File: src/uoc_pkg.sv
// constants for the usb control and status register block
package uoc_pkg;

   // =====================================================================
   // register byte addresses
   localparam logic [7:0] ERR_EN_OFS    = 8'h00;
   localparam logic [7:0] STATUS_OFS    = 8'h04;
   localparam logic [7:0] CONTROL_OFS   = 8'h08;
   localparam logic [7:0] DEV_ADDR_OFS  = 8'h0c;
   localparam logic [7:0] IRQ_FLAG_OFS  = 8'h10;
   localparam logic [7:0] IRQ_EN_OFS    = 8'h14;

   // =====================================================================
   // field positions
   localparam int CTL_J_BIT       = 7;
   localparam int CTL_SE0_BIT     = 6;
   localparam int CTL_HOLD_BIT    = 5;
   localparam int CTL_BRST_BIT    = 4;
   localparam int CTL_HOST_BIT    = 3;
   localparam int CTL_RESUME_BIT  = 2;
   localparam int CTL_PPCLR_BIT   = 1;
   localparam int CTL_ON_BIT      = 0;
   localparam int IRQ_ERR_BIT     = 1;
   localparam int IRQ_TOK_BIT     = 3;
   localparam int STAT_EP_LSB     = 4;
   localparam int STAT_DIR_BIT    = 3;
   localparam int STAT_ODD_BIT    = 2;
   localparam int ADDR_LS_BIT     = 7;

   // =====================================================================
   // reset values
   localparam logic [7:0]  ERR_EN_RST  = 8'h00;
   localparam logic [5:0]  CTL_RST     = 6'h00;
   localparam logic [7:0]  ADDR_RST    = 8'h00;
   localparam logic [7:0]  IRQ_EN_RST  = 8'h00;
   localparam logic [31:0] RDATA_RST   = 32'h0000_0000;

   // =====================================================================
   // timing
   localparam int CLK_PERIOD_NS = 8;
   localparam int SOF_PERIOD_NS = 1000000;
   localparam int SOF_CYCLES    = SOF_PERIOD_NS / CLK_PERIOD_NS;
   localparam int LS_EOP_NS     = 1334;
   localparam int LS_EOP_CYCLES = (LS_EOP_NS + CLK_PERIOD_NS - 1) / CLK_PERIOD_NS;

   // =====================================================================
   // status fifo
   localparam int FIFO_DEPTH = 4;

   // resume signalling states
   typedef enum logic [1:0] {
      UOC_RS_IDLE   = 2'b00,
      UOC_RS_RESUME = 2'b01,
      UOC_RS_EOP    = 2'b11
   } uoc_rs_state_t;

endpackage : uoc_pkg
File: src/uoc_ctrl_status.sv
// usb control, status fifo and error interrupt gating block
// Operation
// - enable bits 7,6,5 gate bitstuff, matrix address and dma errors to interrupt.
// - enable bits 4,3,2 gate turnaround, field size and data crc errors.
// - enable bit 1 gates token crc error (device) or frame end error (host).
// - enable bit 0 gates the pid check error flag.
// - enabled errors reach the module interrupt only with global error enable set.
// - status bits 7-4 give endpoint number of last completed transfer.
// - status bit 3 is one for transmit, zero for receive.
// - status bit 2 is one for odd bank, zero for even bank.
// - status shows head of four entry fifo, valid while token done flag set.
// - clearing the token done flag pops one fifo entry.
// - control bit 7 reads live j line state.
// - control bit 6 reads live single ended zero.
// - device mode bit 5 holds packet processing, set by setup, cleared by software.
// - host mode bit 5 reads one while a token is executing.
// - host mode bit 4 drives usb bus reset while set.
// - bit 3 enables host role, every change resets host logic.
// - resume bit drives resume; host clear appends low speed end of packet.
// - bit 1 forces every ping-pong pointer to even bank.
// - device mode bit 0 enables module and supporting circuitry.
// - host mode bit 0 sends a start of frame token every 1 ms.
// - address bit 7 selects low speed next token, bits 6-0 hold address.
//
// Added by the designer: strobed register access and the register addresses.
`timescale 1ns/100ps
`default_nettype none

module uoc_ctrl_status #(
   parameter int SOF_CYCLES = uoc_pkg::SOF_CYCLES
) (
   input  wire logic        mclk_i,
   input  wire logic        rst_b_i,
   input  wire logic [7:0]  addr_i,
   input  wire logic [31:0] wdata_i,
   input  wire logic        wr_i,
   input  wire logic        rd_i,
   output logic      [31:0] rdata_o,
   input  wire logic        live_j_line_i,
   input  wire logic        live_se0_i,
   input  wire logic [7:0]  err_flags_i,
   input  wire logic        xfer_done_i,
   input  wire logic [3:0]  xfer_ep_i,
   input  wire logic        xfer_tx_i,
   input  wire logic        xfer_odd_i,
   input  wire logic        setup_rx_i,
   input  wire logic        token_in_progress_i,
   output logic             module_irq_flag_o,
   output logic             packet_hold_o,
   output logic             bus_reset_drive_o,
   output logic             resume_drive_o,
   output logic             ls_eop_o,
   output logic             pingpong_ptr_clear_o,
   output logic             module_on_o,
   output logic             frame_marker_o,
   output logic             host_logic_rst_o,
   output logic [6:0]       device_addr_o,
   output logic             next_token_low_speed_o,
   output logic             fifo_overrun_o
);

   // =====================================================================
   // declarations
   logic [7:0]  err_en_q;
   logic [5:0]  ctl_q;
   logic [7:0]  addr_q;
   logic [7:0]  irq_en_q;
   logic [5:0]  fifo_mem_q [uoc_pkg::FIFO_DEPTH];
   logic [1:0]  wptr_q;
   logic [1:0]  rptr_q;
   logic [2:0]  count_q;
   logic        host_prev_q;
   logic        resume_prev_q;
   logic [16:0] sof_cnt_q;
   logic [7:0]  eop_cnt_q;
   uoc_pkg::uoc_rs_state_t rs_state_q;
   logic        host_mode;
   logic        host_toggle;
   logic        wr_err_en;
   logic        wr_ctl;
   logic        wr_addr;
   logic        wr_irq_en;
   logic        pop;
   logic        push;
   logic        token_done_flag;
   logic [5:0]  head;
   logic [7:0]  ctl_read;
   logic        err_hit;
   logic        resume_fall;
   logic [31:0] rdata_d;

   assign host_mode       = ctl_q[uoc_pkg::CTL_HOST_BIT];
   assign host_toggle     = host_mode != host_prev_q;
   assign wr_err_en       = wr_i && (addr_i == uoc_pkg::ERR_EN_OFS);
   assign wr_ctl          = wr_i && (addr_i == uoc_pkg::CONTROL_OFS);
   assign wr_addr         = wr_i && (addr_i == uoc_pkg::DEV_ADDR_OFS);
   assign wr_irq_en       = wr_i && (addr_i == uoc_pkg::IRQ_EN_OFS);
   assign token_done_flag = count_q != 3'h0;
   assign head            = fifo_mem_q[rptr_q];
   // write one to the token done flag pops the fifo
   assign pop  = wr_i && (addr_i == uoc_pkg::IRQ_FLAG_OFS)
                 && wdata_i[uoc_pkg::IRQ_TOK_BIT] && token_done_flag;
   assign push = xfer_done_i && ((count_q != 3'h4) || pop);
   // per source gating, bit 1 serves token crc or frame end by mode
   assign err_hit = |(err_flags_i & err_en_q);
   assign resume_fall = resume_prev_q && !ctl_q[uoc_pkg::CTL_RESUME_BIT];

   // =====================================================================
   // error enable and interrupt enable registers
   always_ff @(posedge mclk_i)
   begin
      if (!rst_b_i)
      begin
         err_en_q <= uoc_pkg::ERR_EN_RST;
         irq_en_q <= uoc_pkg::IRQ_EN_RST;
      end
      else
      begin
         if (wr_err_en)
         begin
            err_en_q <= wdata_i[7:0];
         end
         if (wr_irq_en)
         begin
            irq_en_q <= wdata_i[7:0];
         end
      end
   end

   // =====================================================================
   // module interrupt flag
   always_ff @(posedge mclk_i)
   begin
      if (!rst_b_i)
      begin
         module_irq_flag_o <= 1'b0;
      end
      else
      begin
         module_irq_flag_o <= (err_hit && irq_en_q[uoc_pkg::IRQ_ERR_BIT])
                              || (token_done_flag && irq_en_q[uoc_pkg::IRQ_TOK_BIT]);
      end
   end

   // =====================================================================
   // control register
   always_ff @(posedge mclk_i)
   begin
      if (!rst_b_i)
      begin
         ctl_q <= uoc_pkg::CTL_RST;
      end
      else
      begin
         if (wr_ctl)
         begin
            ctl_q[4:0] <= wdata_i[4:0];
            if (!host_mode)
            begin
               ctl_q[uoc_pkg::CTL_HOLD_BIT] <= wdata_i[uoc_pkg::CTL_HOLD_BIT];
            end
         end
         // setup arrival wins over a software clear
         if (!host_mode && setup_rx_i)
         begin
            ctl_q[uoc_pkg::CTL_HOLD_BIT] <= 1'b1;
         end
      end
   end

   // =====================================================================
   // device address register
   always_ff @(posedge mclk_i)
   begin
      if (!rst_b_i)
      begin
         addr_q <= uoc_pkg::ADDR_RST;
      end
      else if (wr_addr)
      begin
         addr_q <= wdata_i[7:0];
      end
   end

   // =====================================================================
   // transfer status fifo
   always_ff @(posedge mclk_i)
   begin
      if (!rst_b_i)
      begin
         wptr_q  <= 2'h0;
         rptr_q  <= 2'h0;
         count_q <= 3'h0;
      end
      else
      begin
         if (push)
         begin
            fifo_mem_q[wptr_q] <= {xfer_ep_i, xfer_tx_i, xfer_odd_i};
            wptr_q             <= wptr_q + 2'h1;
         end
         if (pop)
         begin
            rptr_q <= rptr_q + 2'h1;
         end
         count_q <= count_q + {2'h0, push} - {2'h0, pop};
      end
   end

   // record lost when the fifo is full and not popped on the same edge
   always_ff @(posedge mclk_i)
   begin
      if (!rst_b_i)
      begin
         fifo_overrun_o <= 1'b0;
      end
      else
      begin
         fifo_overrun_o <= xfer_done_i && !push;
      end
   end

   // =====================================================================
   // host role change detection and host logic reset
   always_ff @(posedge mclk_i)
   begin
      if (!rst_b_i)
      begin
         host_prev_q      <= 1'b0;
         host_logic_rst_o <= 1'b0;
      end
      else
      begin
         host_prev_q      <= host_mode;
         host_logic_rst_o <= host_toggle;
      end
   end

   // =====================================================================
   // start of frame timer
   always_ff @(posedge mclk_i)
   begin
      if (!rst_b_i)
      begin
         sof_cnt_q      <= 17'h0;
         frame_marker_o <= 1'b0;
      end
      else if (host_toggle || !host_mode || !ctl_q[uoc_pkg::CTL_ON_BIT])
      begin
         sof_cnt_q      <= 17'h0;
         frame_marker_o <= 1'b0;
      end
      else if (sof_cnt_q == 17'(SOF_CYCLES - 1))
      begin
         sof_cnt_q      <= 17'h0;
         frame_marker_o <= 1'b1;
      end
      else
      begin
         sof_cnt_q      <= sof_cnt_q + 17'h1;
         frame_marker_o <= 1'b0;
      end
   end

   // =====================================================================
   // resume signalling with low speed end of packet in host mode
   always_ff @(posedge mclk_i)
   begin
      if (!rst_b_i)
      begin
         rs_state_q    <= uoc_pkg::UOC_RS_IDLE;
         resume_prev_q <= 1'b0;
         eop_cnt_q     <= 8'h0;
         ls_eop_o      <= 1'b0;
      end
      else
      begin
         resume_prev_q <= ctl_q[uoc_pkg::CTL_RESUME_BIT];
         case (rs_state_q)
            uoc_pkg::UOC_RS_IDLE:
            begin
               if (ctl_q[uoc_pkg::CTL_RESUME_BIT])
               begin
                  rs_state_q <= uoc_pkg::UOC_RS_RESUME;
               end
            end
            uoc_pkg::UOC_RS_RESUME:
            begin
               if (resume_fall && host_mode)
               begin
                  rs_state_q <= uoc_pkg::UOC_RS_EOP;
                  ls_eop_o   <= 1'b1;
                  eop_cnt_q  <= 8'(uoc_pkg::LS_EOP_CYCLES - 1);
               end
               else if (resume_fall)
               begin
                  rs_state_q <= uoc_pkg::UOC_RS_IDLE;
               end
            end
            uoc_pkg::UOC_RS_EOP:
            begin
               if (eop_cnt_q == 8'h0)
               begin
                  rs_state_q <= uoc_pkg::UOC_RS_IDLE;
                  ls_eop_o   <= 1'b0;
               end
               else
               begin
                  eop_cnt_q <= eop_cnt_q - 8'h1;
               end
            end
            default:
            begin
               rs_state_q <= uoc_pkg::UOC_RS_IDLE;
               ls_eop_o   <= 1'b0;
            end
         endcase
      end
   end

   // =====================================================================
   // line control outputs
   always_ff @(posedge mclk_i)
   begin
      if (!rst_b_i)
      begin
         packet_hold_o          <= 1'b0;
         bus_reset_drive_o      <= 1'b0;
         resume_drive_o         <= 1'b0;
         pingpong_ptr_clear_o   <= 1'b0;
         module_on_o            <= 1'b0;
         device_addr_o          <= 7'h00;
         next_token_low_speed_o <= 1'b0;
      end
      else
      begin
         packet_hold_o          <= !host_mode && ctl_q[uoc_pkg::CTL_HOLD_BIT];
         bus_reset_drive_o      <= host_mode && ctl_q[uoc_pkg::CTL_BRST_BIT];
         resume_drive_o         <= ctl_q[uoc_pkg::CTL_RESUME_BIT];
         pingpong_ptr_clear_o   <= ctl_q[uoc_pkg::CTL_PPCLR_BIT];
         module_on_o            <= !host_mode && ctl_q[uoc_pkg::CTL_ON_BIT];
         device_addr_o          <= addr_q[6:0];
         next_token_low_speed_o <= addr_q[uoc_pkg::ADDR_LS_BIT];
      end
   end

   // =====================================================================
   // register read
   always_comb
   begin
      ctl_read = {live_j_line_i, live_se0_i,
                  host_mode ? token_in_progress_i : ctl_q[uoc_pkg::CTL_HOLD_BIT],
                  ctl_q[4:0]};
      rdata_d  = 32'h0;
      if (rd_i)
      begin
         case (addr_i)
            uoc_pkg::ERR_EN_OFS:   rdata_d = {24'h0, err_en_q};
            uoc_pkg::STATUS_OFS:   rdata_d = token_done_flag ? {24'h0, head, 2'h0} : 32'h0;
            uoc_pkg::CONTROL_OFS:  rdata_d = {24'h0, ctl_read};
            uoc_pkg::DEV_ADDR_OFS: rdata_d = {24'h0, addr_q};
            uoc_pkg::IRQ_FLAG_OFS: rdata_d = {28'h0, token_done_flag, 1'b0, err_hit, 1'b0};
            uoc_pkg::IRQ_EN_OFS:   rdata_d = {24'h0, irq_en_q};
            default:               rdata_d = 32'h0;
         endcase
      end
   end

   always_ff @(posedge mclk_i)
   begin
      if (!rst_b_i)
      begin
         rdata_o <= uoc_pkg::RDATA_RST;
      end
      else
      begin
         rdata_o <= rdata_d;
      end
   end
endmodule // uoc_ctrl_status

`default_nettype wire

File: config.mk
export PLATFORM = sky130hd
export DESIGN_NAME = uoc_ctrl_status
export DESIGN_NICKNAME = d
export VERILOG_FILES = /design/src/uoc_pkg.sv /design/src/uoc_ctrl_status.sv
export SDC_FILE = /design/constraint.sdc
export NUM_CORES = 1
export LEC_CHECK = 0
export BUFFER_PORTS_ARGS = -buffer_cell sky130_fd_sc_hd__buf_4
export CAP_MARGIN = 10
export CORE_MARGIN = 2
export CORE_UTILIZATION = 49
export DETAILED_ROUTE_END_ITERATION = 8
export GPL_ROUTABILITY_DRIVEN = 0
export PLACE_DENSITY = 0.76
export SLEW_MARGIN = 25
export SYNTH_ARGS = -nofsm -noshare
export SYNTH_HDL_FRONTEND = slang
export SYNTH_SLANG_ARGS = --single-unit
export TNS_END_PERCENT = 10
File: constraint.sdc
create_clock -name mclk_i -period 2.1 [get_ports mclk_i]
set_clock_uncertainty 0.1 [all_clocks]
set_input_delay 0.42 -clock mclk_i [delete_from_list [all_inputs] [get_ports mclk_i]]
set_output_delay 0.42 -clock mclk_i [all_outputs]
set_load 0.03 [all_outputs]
==> results of run 1 <==
-- worst paths after layout --
check	from	to	slack, ns	depth (start not counted)
setup reg to reg	count_q[2]	count_q[2]	-0.05	9
setup / recovery	count_q[2]	count_q[2]	-0.05	9
hold reg to reg	ctl_q[5]	packet_hold_o	0.37	2
hold / removal	wdata_i[6]	addr_q[6]	0.07	3
-- metrics by stage --
stage                     power (uW)  cell area [sq um]  worst slack [ns]  std cells  setup TNS, ns
after global routing            6094               6600           -0.1350        735        -0.1350
final                           5911               6600          -0.04629        735       -0.04629
after floorplan                 2674               5194           -0.1460        501        -0.2657
after CTS                       5917               6563         0.0002107        732              0
after detailed placement        2848               5817           -0.4335        691         -5.242
after global placement          2831               5817           -0.3376        691         -3.599
-- cell type report --
| class | count | area share, % |
|---|---|---|
| clock buffers | 24 | 7.431 |
| clock inverters | 8 | 2.199 |
| inverters | 13 | 0.7393 |
| multi-input cells | 328 | 35.26 |
| flip-flops and latches | 117 | 39.17 |
| well taps | 136 | 2.578 |
| repair buffers | 109 | 12.63 |
-- flip-flops by register name, summed over array words and instances (netlist names), 2 cells and up, named ones only --
name           cells
fifo_mem_q        24
sof_cnt_q         17
addr_q             8
eop_cnt_q          8
err_en_q           8
irq_en_q           8
rdata_o            8
device_addr_o      7
ctl_q              6
count_q            3
rptr_q             2
rs_state_q         2
wptr_q             2
-- timing repair --
| item | in CTS | in global routing |
|---|---|---|
| pin swaps | 6 | 6 |
| hold buffers | 6 | 0 |
| hold endpoints to repair | 24 | 0 |
| endpoints found under the setup margin | 1 | 3 |
| setup buffers | 3 | 3 |
| gates resized for setup | 7 | 3 |
-- routing by layer --
layer	routed length, um	GRT usage (%)	vias up
met5	0	0	-
met1	4952	26.29	1862
met4	211	9.117	0
met3	755	6.131	18
met2	5711	35.25	145
li1	-	-	1887
-- cell families (layout without fill, tap and decap cells) --
| group | after synthesis | after routing | share of synthesized area (%) |
|---|---|---|---|
| AND/OR/NAND/NOR | 166 | 166 | 17.80 |
| flip-flops | 117 | 117 | 50.66 |
| AO/OA/AOI/OAI | 64 | 64 | 8.862 |
| buffers and inverters | 56 | 154 | 6.357 |
| multiplexers | 43 | 43 | 10.04 |
| XOR/XNOR | 21 | 21 | 3.608 |
| adder cells (fa/ha/maj) | 10 | 10 | 2.602 |
| other | 1 | 24 | 0.07357 |
-- synthesized netlist by cell type (all sizes together) (2+ instances only) --
cell type,n
a21oi,21
or4,3
a22oi,12
and2,22
nor3,10
clkbuf,11
and3,7
nor4,6
nand2b,2
nor4b,2
mux2,5
mux2i,32
nand4,10
a31o,2
nand3,16
or3,4
o31ai,3
nor3b,2
xor2,9
or3b,2
or4b,2
ha,9
buf,32
a22o,7
mux4,6
o2111ai,2
nand2,13
and4,2
nor2,60
edfxtp,24
inv,13
xnor2,12
dfxtp,93
o21ai,7
-- worst max-delay path: cells and delay by family (launching register included) --
| family | cells | cell delay [ns] |
|---|---|---|
| xor gates and xnor gates | 2 | 0.32 |
| AOI/OAI and AO/OA | 1 | 0.32 |
| and+or+nand+nor | 4 | 0.45 |
| adders and majority gates | 2 | 0.50 |
| DFF | 1 | 0.33 |
-- report_power, final --
| group | internal (uW) | total (uW) | switching (uW) |
|---|---|---|---|
| sequential | 2340 | 2370 | 29.5 |
| clock | 2080 | 3050 | 965 |
| combinational | 231 | 491 | 260 |
==> flow_metrics.env, run 1 <==
export IMPL_status="finished with violations"
export IMPL_violations="negative setup slack"
export IMPL_fin_util_pct=64.51
export IMPL_avgSynthCellArea_sq_um=10.66
export IMPL_clk_pin_slew_ns=0.05
export IMPL_synth_ff_type="dfxtp_1"
export IMPL_drv_cap=0
export IMPL_critPathLaunchType="register"
export IMPL_synth_edf_count=24
export IMPL_yosysSeqAreaShare_pct=50.66
export IMPL_ys_types=59
export IMPL_powerDensity_mw_per_mm2=895.6
export IMPL_grt_setup_unrepaired="yes"
export IMPL_drive_above_1_share_pct=27.88
export IMPL_critPathCaptureType="register"
export IMPL_final_common_cell="buf_4"
export IMPL_dieArea_sq_mm=0.01123
export IMPL_setup_ws_ns=-0.04629
export IMPL_worst_skew_pair_late_latency_ns=0.52
export IMPL_grt_use_total_pct=21.40
export IMPL_yosysWarnings=0
export IMPL_die_w_um=106.0
export IMPL_timing_final_crit_share_pct=102.2
export IMPL_worstPathArrival_ns=2.43
export IMPL_die_h_um=106.0
export IMPL_antenna_diode_count=0
export IMPL_slowest_delay_ns=0.35
export IMPL_cts_made_buffers=17
export IMPL_rows=37
export IMPL_initial_core_util_pct=49.82
export IMPL_syn_area_sq_mm=0.005097
export IMPL_ant_nets=0
export IMPL_hpwl_mm=7.797
export IMPL_vias=3912
export IMPL_fmax_mhz=465.9
export IMPL_ys_top_cells_by_area="dfxtp_1 37%, edfxtp_1 14%, mux2i_1 6.3%"
export IMPL_finalHoldViolCount=0
export IMPL_setup_violations=1
export IMPL_syn_to_final_growth_pct=29.48
export IMPL_yosysTopAreaCellShare_pct=36.52
export IMPL_cts_tree="built"
export IMPL_timing_final_crit_period_ns=2.146
export IMPL_io_buffers=64
export IMPL_slew_viol_final=0
export IMPL_leakagePower_uw=0.002724
export IMPL_vdd_drop_max_mv=0.6898
export IMPL_nets=659
export IMPL_multi_input_area_sq_mm=0.002327
export IMPL_synthArstFlopShare_pct=0
export IMPL_grt_pass1_vias=3851
export IMPL_hold_ws_ns=0.06744
export IMPL_ys_ff_latch=117
export IMPL_critPathRequiredTime_ns=2.38
export IMPL_firstDrtPassIters=5
export IMPL_path_class="register to register"
export IMPL_routed_wl_mm=11.63
export IMPL_cts_buffer_depth=2
export IMPL_cp_max_fo=4
export IMPL_grt_pass1_wl_mm=18.59
export IMPL_cts_root_buffer="clkbuf_8"
export IMPL_hold_path_class="input pin to register"
export IMPL_cts_max_level=4
export IMPL_via_per_inst=5.322
export IMPL_ff_latch_area_sq_mm=0.002585
export IMPL_drt_initial_drc_count=241
export IMPL_slowest_stage="fa_2"
export IMPL_clock_sinks=117
export IMPL_core_area_sq_mm=0.01023
export IMPL_avgRoutedWirePerCell_um=15.82
export IMPL_yosysTopAreaCell="dfxtp_1"
export IMPL_gr_total_overflow=0
export IMPL_crit_chain="o31a_1 -> nand4_1 -> nand2b_4 -> nand2_4 -> ha_4 -> fa_2 -> xnor2_2 -> xnor2_1 -> nor2_1"
export IMPL_drcViolationCount=0
export IMPL_ios=113
export IMPL_grt_max_degree=45
export IMPL_n_fill_cell=773
export IMPL_layout_common_cells="103 x buf_4, 91 x dfxtp_1, 60 x nor2_1, 32 x mux2i_1"
export IMPL_syn_inst=478
export IMPL_grt_antenna_before_repair=0
(Power assumes the default switching activity.)
==> run 2, diff against run 1 <==
--- a/config.mk
+++ b/config.mk
@@ -12,6 +12,7 @@
 export DETAILED_ROUTE_END_ITERATION = 8
 export GPL_ROUTABILITY_DRIVEN = 0
 export PLACE_DENSITY = 0.76
+export RECOVER_POWER = 25
 export SLEW_MARGIN = 25
 export SYNTH_ARGS = -nofsm -noshare
 export SYNTH_HDL_FRONTEND = slang
==> run 2 against run 1 <==
Net effect: the run still ends with negative setup slack left; first-iteration DRC count is 13% lower; flip-flop and latch count stayed put; non-clock buffer count stayed put; combinational power is 1% lower; clock-buffer cell count stayed put; sequential power hardly changed; maximum frequency hardly changed; via count is 0.20% higher; total power is 0.19% lower; final area is 0.44% lower; sequential share of layout area is 0.17 points higher; register-to-register slack hardly changed; highest routed layer unchanged.
==> flow_metrics.env, run 2 (synthesized netlist as in run 1, its figures left out) <==
export IMPL_fin_setup_tns_ns=-0.04591
export IMPL_drive_above_1_share_pct=26.71
export IMPL_wl_met1_mm=4.917
export IMPL_leakagePower_uw=0.002695
export IMPL_top_layer="met4"
export IMPL_ant_nets=0
export IMPL_met2RoutedLength_mm=5.711
export IMPL_drv_cap=0
export IMPL_fin_util_pct=64.23
export IMPL_die_w_um=106.0
export IMPL_core_area_sq_mm=0.01023
export IMPL_drcViolationCount=0
export IMPL_path_class="register to register"
export IMPL_critPathLaunchType="register"
export IMPL_powerDensity_mw_per_mm2=897.8
export IMPL_cts_buffer_depth=2
export IMPL_timing_final_crit_share_pct=102.2
export IMPL_dieArea_sq_mm=0.01123
export IMPL_cts_made_buffers=17
export IMPL_antenna_diode_count=0
export IMPL_tightest_slew_ns=0.6386
export IMPL_vias=3920
export IMPL_finalHoldViolCount=0
export IMPL_reg_top3="fifo_mem_q: 24 flops, sof_cnt_q: 17 flops"
export IMPL_violations="negative setup slack"
export IMPL_final_common_cell="buf_4"
export IMPL_setup_ws_ns=-0.04591
export IMPL_firstDrtPassIters=4
export IMPL_hold_path_class="input pin to register"
export IMPL_rows=37
export IMPL_worstPathArrival_ns=2.43
export IMPL_ff_latch_area_sq_mm=0.002585
export IMPL_die_h_um=106.0
export IMPL_grt_setup_unrepaired="yes"
export IMPL_slowest_stage="fa_2"
export IMPL_relSlewSlack_pct=57.43
export IMPL_grt_pass1_wl_mm=18.59
export IMPL_final_cells=735
export IMPL_critPathRequiredTime_ns=2.38
export IMPL_cts_max_level=4
export IMPL_drt_initial_drc_count=210
export IMPL_largest_reg_flops=24
export IMPL_vdd_drop_max_mv=0.6828
export IMPL_via_per_inst=5.333
export IMPL_critPathCaptureType="register"
export IMPL_routed_wl_mm=11.62
export IMPL_grt_antenna_before_repair=0
export IMPL_io_buffers=64
export IMPL_syn_to_final_growth_pct=28.92
export IMPL_gr_total_overflow=0
export IMPL_nets=659
export IMPL_avgRoutedWirePerCell_um=15.81
export IMPL_grt_max_degree=45
export IMPL_grt_pass1_vias=3851
export IMPL_hpwl_mm=7.797
export IMPL_cp_max_fo=4
export IMPL_routed_wl_met3_um=731
export IMPL_setup_violations=1
export IMPL_cts_root_buffer="clkbuf_8"
export IMPL_n_fill_cell=785
export IMPL_multi_input_area_sq_mm=0.002327
export IMPL_worst_skew_pair_late_latency_ns=0.52
export IMPL_r2r_setup_slack_ns=-0.05
export IMPL_cts_tree="built"
export IMPL_fmax_mhz=466.0
export IMPL_timing_final_crit_period_ns=2.146
export IMPL_slowest_delay_ns=0.35
export IMPL_crit_chain="o31a_1 -> nand4_1 -> nand2b_4 -> nand2_4 -> ha_4 -> fa_2 -> xnor2_2 -> xnor2_1 -> nor2_1"
export IMPL_largest_register="fifo_mem_q"
export IMPL_clk_pin_slew_ns=0.05
export IMPL_status="finished with violations"
export IMPL_clock_sinks=117
export IMPL_dp_cells=691
export IMPL_layout_common_cells="95 x buf_4, 91 x dfxtp_1, 60 x nor2_1, 32 x mux2i_1"
export IMPL_slew_viol_final=0
export IMPL_initial_core_util_pct=49.82
export IMPL_p_total_uw=5900
export IMPL_grt_use_total_pct=21.40
export IMPL_ios=113
-- run 2: final cells by class --
cell class	instances	area share [%]
sequential	117	39.34
timing repair buffer	109	12.24
tap	136	2.589
clock inverter	8	2.209
multi-input combinational	328	35.42
inverter	13	0.7426
clock buffer	24	7.464
-- run 2: final timing paths --
kind                            startpoint  cells past startpoint       endpoint
worst max-delay path            count_q[2]                      9     count_q[2]
worst max register to register  count_q[2]                      9     count_q[2]
worst min-delay path            wdata_i[6]                      3      addr_q[6]
worst min register to register    ctl_q[5]                      2  packet_hold_o
-- run 2: layer usage --
| metal | vias up | GRT usage (%) |
|---|---|---|
| li1 | 1890 | - |
| met1 | 1863 | 26.29 |
| met2 | 143 | 35.25 |
| met3 | 24 | 6.131 |
| met4 | 0 | 9.117 |
| met5 | - | 0 |
-- run 2: through the flow --
stage	area, sq um	setup WS, ns	hold WS (ns)
2_1_floorplan	5194	-0.1460	0.3256
3_3_place_gp	5817	-0.3376	0.3401
3_5_place_dp	5817	-0.4335	0.3525
4_1_cts	6563	0.0002107	0.05154
5_1_grt	6571	-0.1350	0.06681
6_report	6571	-0.04591	0.06841
-- run 2: repair_timing --
item                                    4_1_cts  5_1_grt
endpoints found under the setup margin        1        3
hold endpoints to repair                     24        0
gates resized for setup                       7        3
setup buffers                                 3        3
hold buffers                                  6        0
pin swaps                                     6        6
-- run 2: power breakdown --
| group | switching [uW] | leakage, uW | internal, uW |
|---|---|---|---|
| clock network | 958 | 0.000307 | 2080 |
| registers | 29.8 | 0.000969 | 2340 |
| logic | 262 | 0.00142 | 225 |
| total | 1250 | 0.00269 | 4650 |
-- run 2: critical path: cells and delay by family (launching register included) --
family / cells / cell delay [ns]
flops: 1 / 0.33
simple gates: 4 / 0.45
fa+ha+maj: 2 / 0.50
compound gates: 1 / 0.32
xor+xnor: 2 / 0.32
==> run 3, diff against run 2 <==
--- a/config.mk
+++ b/config.mk
@@ -11,6 +11,7 @@
 export CORE_UTILIZATION = 49
 export DETAILED_ROUTE_END_ITERATION = 8
 export GPL_ROUTABILITY_DRIVEN = 0
+export MAX_ROUTING_LAYER = met4
 export PLACE_DENSITY = 0.76
 export RECOVER_POWER = 25
 export SLEW_MARGIN = 25
==> run 3 against run 2 <==
Net effect: total power barely moved; largest power group unchanged; combinational power barely moved; global-route usage rose by 0.55 points; wire length barely moved; setup slack barely moved; critical path type unchanged; sequential share of layout area did not move; the run still ends with negative setup slack left; via count fell by 0.48%; die area did not move; non-clock buffer count did not move; maximum frequency barely moved.
==> flow_metrics.env, run 3 (synthesized netlist as in run 1, its figures left out) <==
export IMPL_status="finished with violations"
export IMPL_violations="negative setup slack"
export IMPL_hold_path_class="input pin to register"
export IMPL_powerDensity_mw_per_mm2=898.2
export IMPL_drt_initial_drc_count=223
export IMPL_avgRoutedWirePerCell_um=15.82
export IMPL_clock_sinks=117
export IMPL_setup_ws_ns=-0.04548
export IMPL_cts_made_buffers=17
export IMPL_finalHoldViolCount=0
export IMPL_tightest_slew_ns=0.6360
export IMPL_cp_depth=9
export IMPL_initial_core_util_pct=49.82
export IMPL_antenna_diode_count=0
export IMPL_cts_max_level=4
export IMPL_grt_pass1_vias=3859
export IMPL_rows=37
export IMPL_layout_common_cells="95 x buf_4, 91 x dfxtp_1, 60 x nor2_1, 32 x mux2i_1"
export IMPL_worstPathArrival_ns=2.42
export IMPL_timing_final_crit_period_ns=2.145
export IMPL_io_buffers=64
export IMPL_grt_antenna_before_repair=0
export IMPL_cts_root_buffer="clkbuf_8"
export IMPL_path_class="register to register"
export IMPL_clk_pin_slew_ns=0.05
export IMPL_drive_above_1_share_pct=26.71
export IMPL_timing_final_crit_share_pct=102.2
export IMPL_firstDrtPassIters=5
export IMPL_critPathCaptureType="register"
export IMPL_path_delay_family="adder cells"
export IMPL_routed_wl_mm=11.63
export IMPL_drcViolationCount=0
export IMPL_critPathBufInv=0
export IMPL_rr_worst_depth=9
export IMPL_ant_nets=0
export IMPL_largest_register="fifo_mem_q"
export IMPL_gr_total_overflow=0
export IMPL_largest_reg_flops=24
export IMPL_grt_use_total_pct=21.95
export IMPL_via_per_inst=5.307
export IMPL_grt_max_degree=45
export IMPL_dieArea_sq_mm=0.01123
export IMPL_die_h_um=106.0
export IMPL_vias=3901
export IMPL_setup_violations=1
export IMPL_pre_cts_slack_ns=-0.4335
export IMPL_grt_setup_unrepaired="yes"
export IMPL_worst_skew_pair_late_latency_ns=0.51
export IMPL_cts_buffer_depth=2
export IMPL_n_fill_cell=785
export IMPL_critPathRequiredTime_ns=2.38
export IMPL_relSlewSlack_pct=57.60
export IMPL_grt_pass1_wl_mm=18.59
export IMPL_design_area_sq_mm=0.006571
export IMPL_cts_tree="built"
export IMPL_drv_cap=0
export IMPL_slew_viol_final=0
export IMPL_die_w_um=106.0
export IMPL_final_common_cell="buf_4"
export IMPL_fin_setup_tns_ns=-0.04548
export IMPL_leakagePower_uw=0.002695
export IMPL_slowest_stage="fa_2"
export IMPL_fmax_mhz=466.1
export IMPL_nets=659
export IMPL_vdd_drop_max_mv=0.6922
export IMPL_syn_to_final_growth_pct=28.92
export IMPL_hpwl_mm=7.797
export IMPL_critPathLaunchType="register"
export IMPL_holdPathStages=3
export IMPL_reg_top3="fifo_mem_q: 24 flops, sof_cnt_q: 17 flops"
export IMPL_cp_max_fo=4
export IMPL_slowest_delay_ns=0.35
export IMPL_ios=113
export IMPL_crit_chain="o31a_1 -> nand4_1 -> nand2b_4 -> nand2_4 -> ha_4 -> fa_2 -> xnor2_2 -> xnor2_1 -> nor2_1"
export IMPL_placed_area_sq_mm=0.005817
export IMPL_core_area_sq_mm=0.01023
-- run 3: cell counts in the layout (fill, tap and decap cells not counted) --
No cell type changed its count.
-- run 3: report_power, final --
part / internal, uW / switching, uW / total, uW
Combinational: 225 / 260 / 485
Sequential: 2340 / 29.8 / 2370
Clock: 2080 / 962 / 3040
-- run 3: layer usage --
| metal | vias up | part of all wire (%) | global-route usage [%] |
|---|---|---|---|
| li1 | 1890 | - | - |
| met1 | 1848 | 42 | 26.17 |
| met2 | 142 | 49 | 35.35 |
| met3 | 21 | 6.1 | 5.947 |
| met4 | 0 | 2.2 | 9.117 |
| met5 | - | 0 | - |
-- run 3: worst reg2reg max path, cell delays in order (launching register included) --
cell and delay [ns]:
dfxtp_2 0.33, o31a_1 0.32, nand4_1 0.17, nand2b_4 0.18, nand2_4 0.05, ha_4 0.15
fa_2 0.35, xnor2_2 0.19, xnor2_1 0.13, nor2_1 0.05
-- run 3: stage by stage --
step | utilization, % | hold WS [ns] | std cells | power [uW]
2_1_floorplan | - | 0.3256 | 501 | 2674
3_3_place_gp | 56.85 | 0.3401 | 691 | 2831
3_5_place_dp | 56.85 | 0.3525 | 691 | 2848
4_1_cts | 64.14 | 0.05154 | 732 | 5917
5_1_grt | 64.23 | 0.06897 | 735 | 6086
6_report | 64.23 | 0.06827 | 735 | 5902
-- run 3: timing repair --
action | CTS | global route
hold buffers | 6 | 0
setup endpoints to repair | 1 | 3
resized for setup | 7 | 3
setup buffers | 3 | 3
pin swaps | 6 | 6
endpoints found under the hold margin | 24 | 0
-- run 3: layout make-up --
cell class,count,area (sq um),area share (%)
Clock buffer,24,490.5,7.464
Inverter,13,48.80,0.7426
Clock inverter,8,145.1,2.209
Multi-Input combinational cell,328,2327,35.42
Tap cell,136,170.2,2.589
Timing Repair Buffer,109,804.5,12.24
Sequential cell,117,2585,39.34
-- run 3: worst paths after layout --
kind | slack (ns) | start | end
setup / recovery | -0.05 | count_q[2] | count_q[2]
hold / removal | 0.07 | wdata_i[6] | addr_q[6]
setup reg to reg | -0.05 | count_q[2] | count_q[2]
hold reg to reg | 0.37 | ctl_q[5] | packet_hold_o
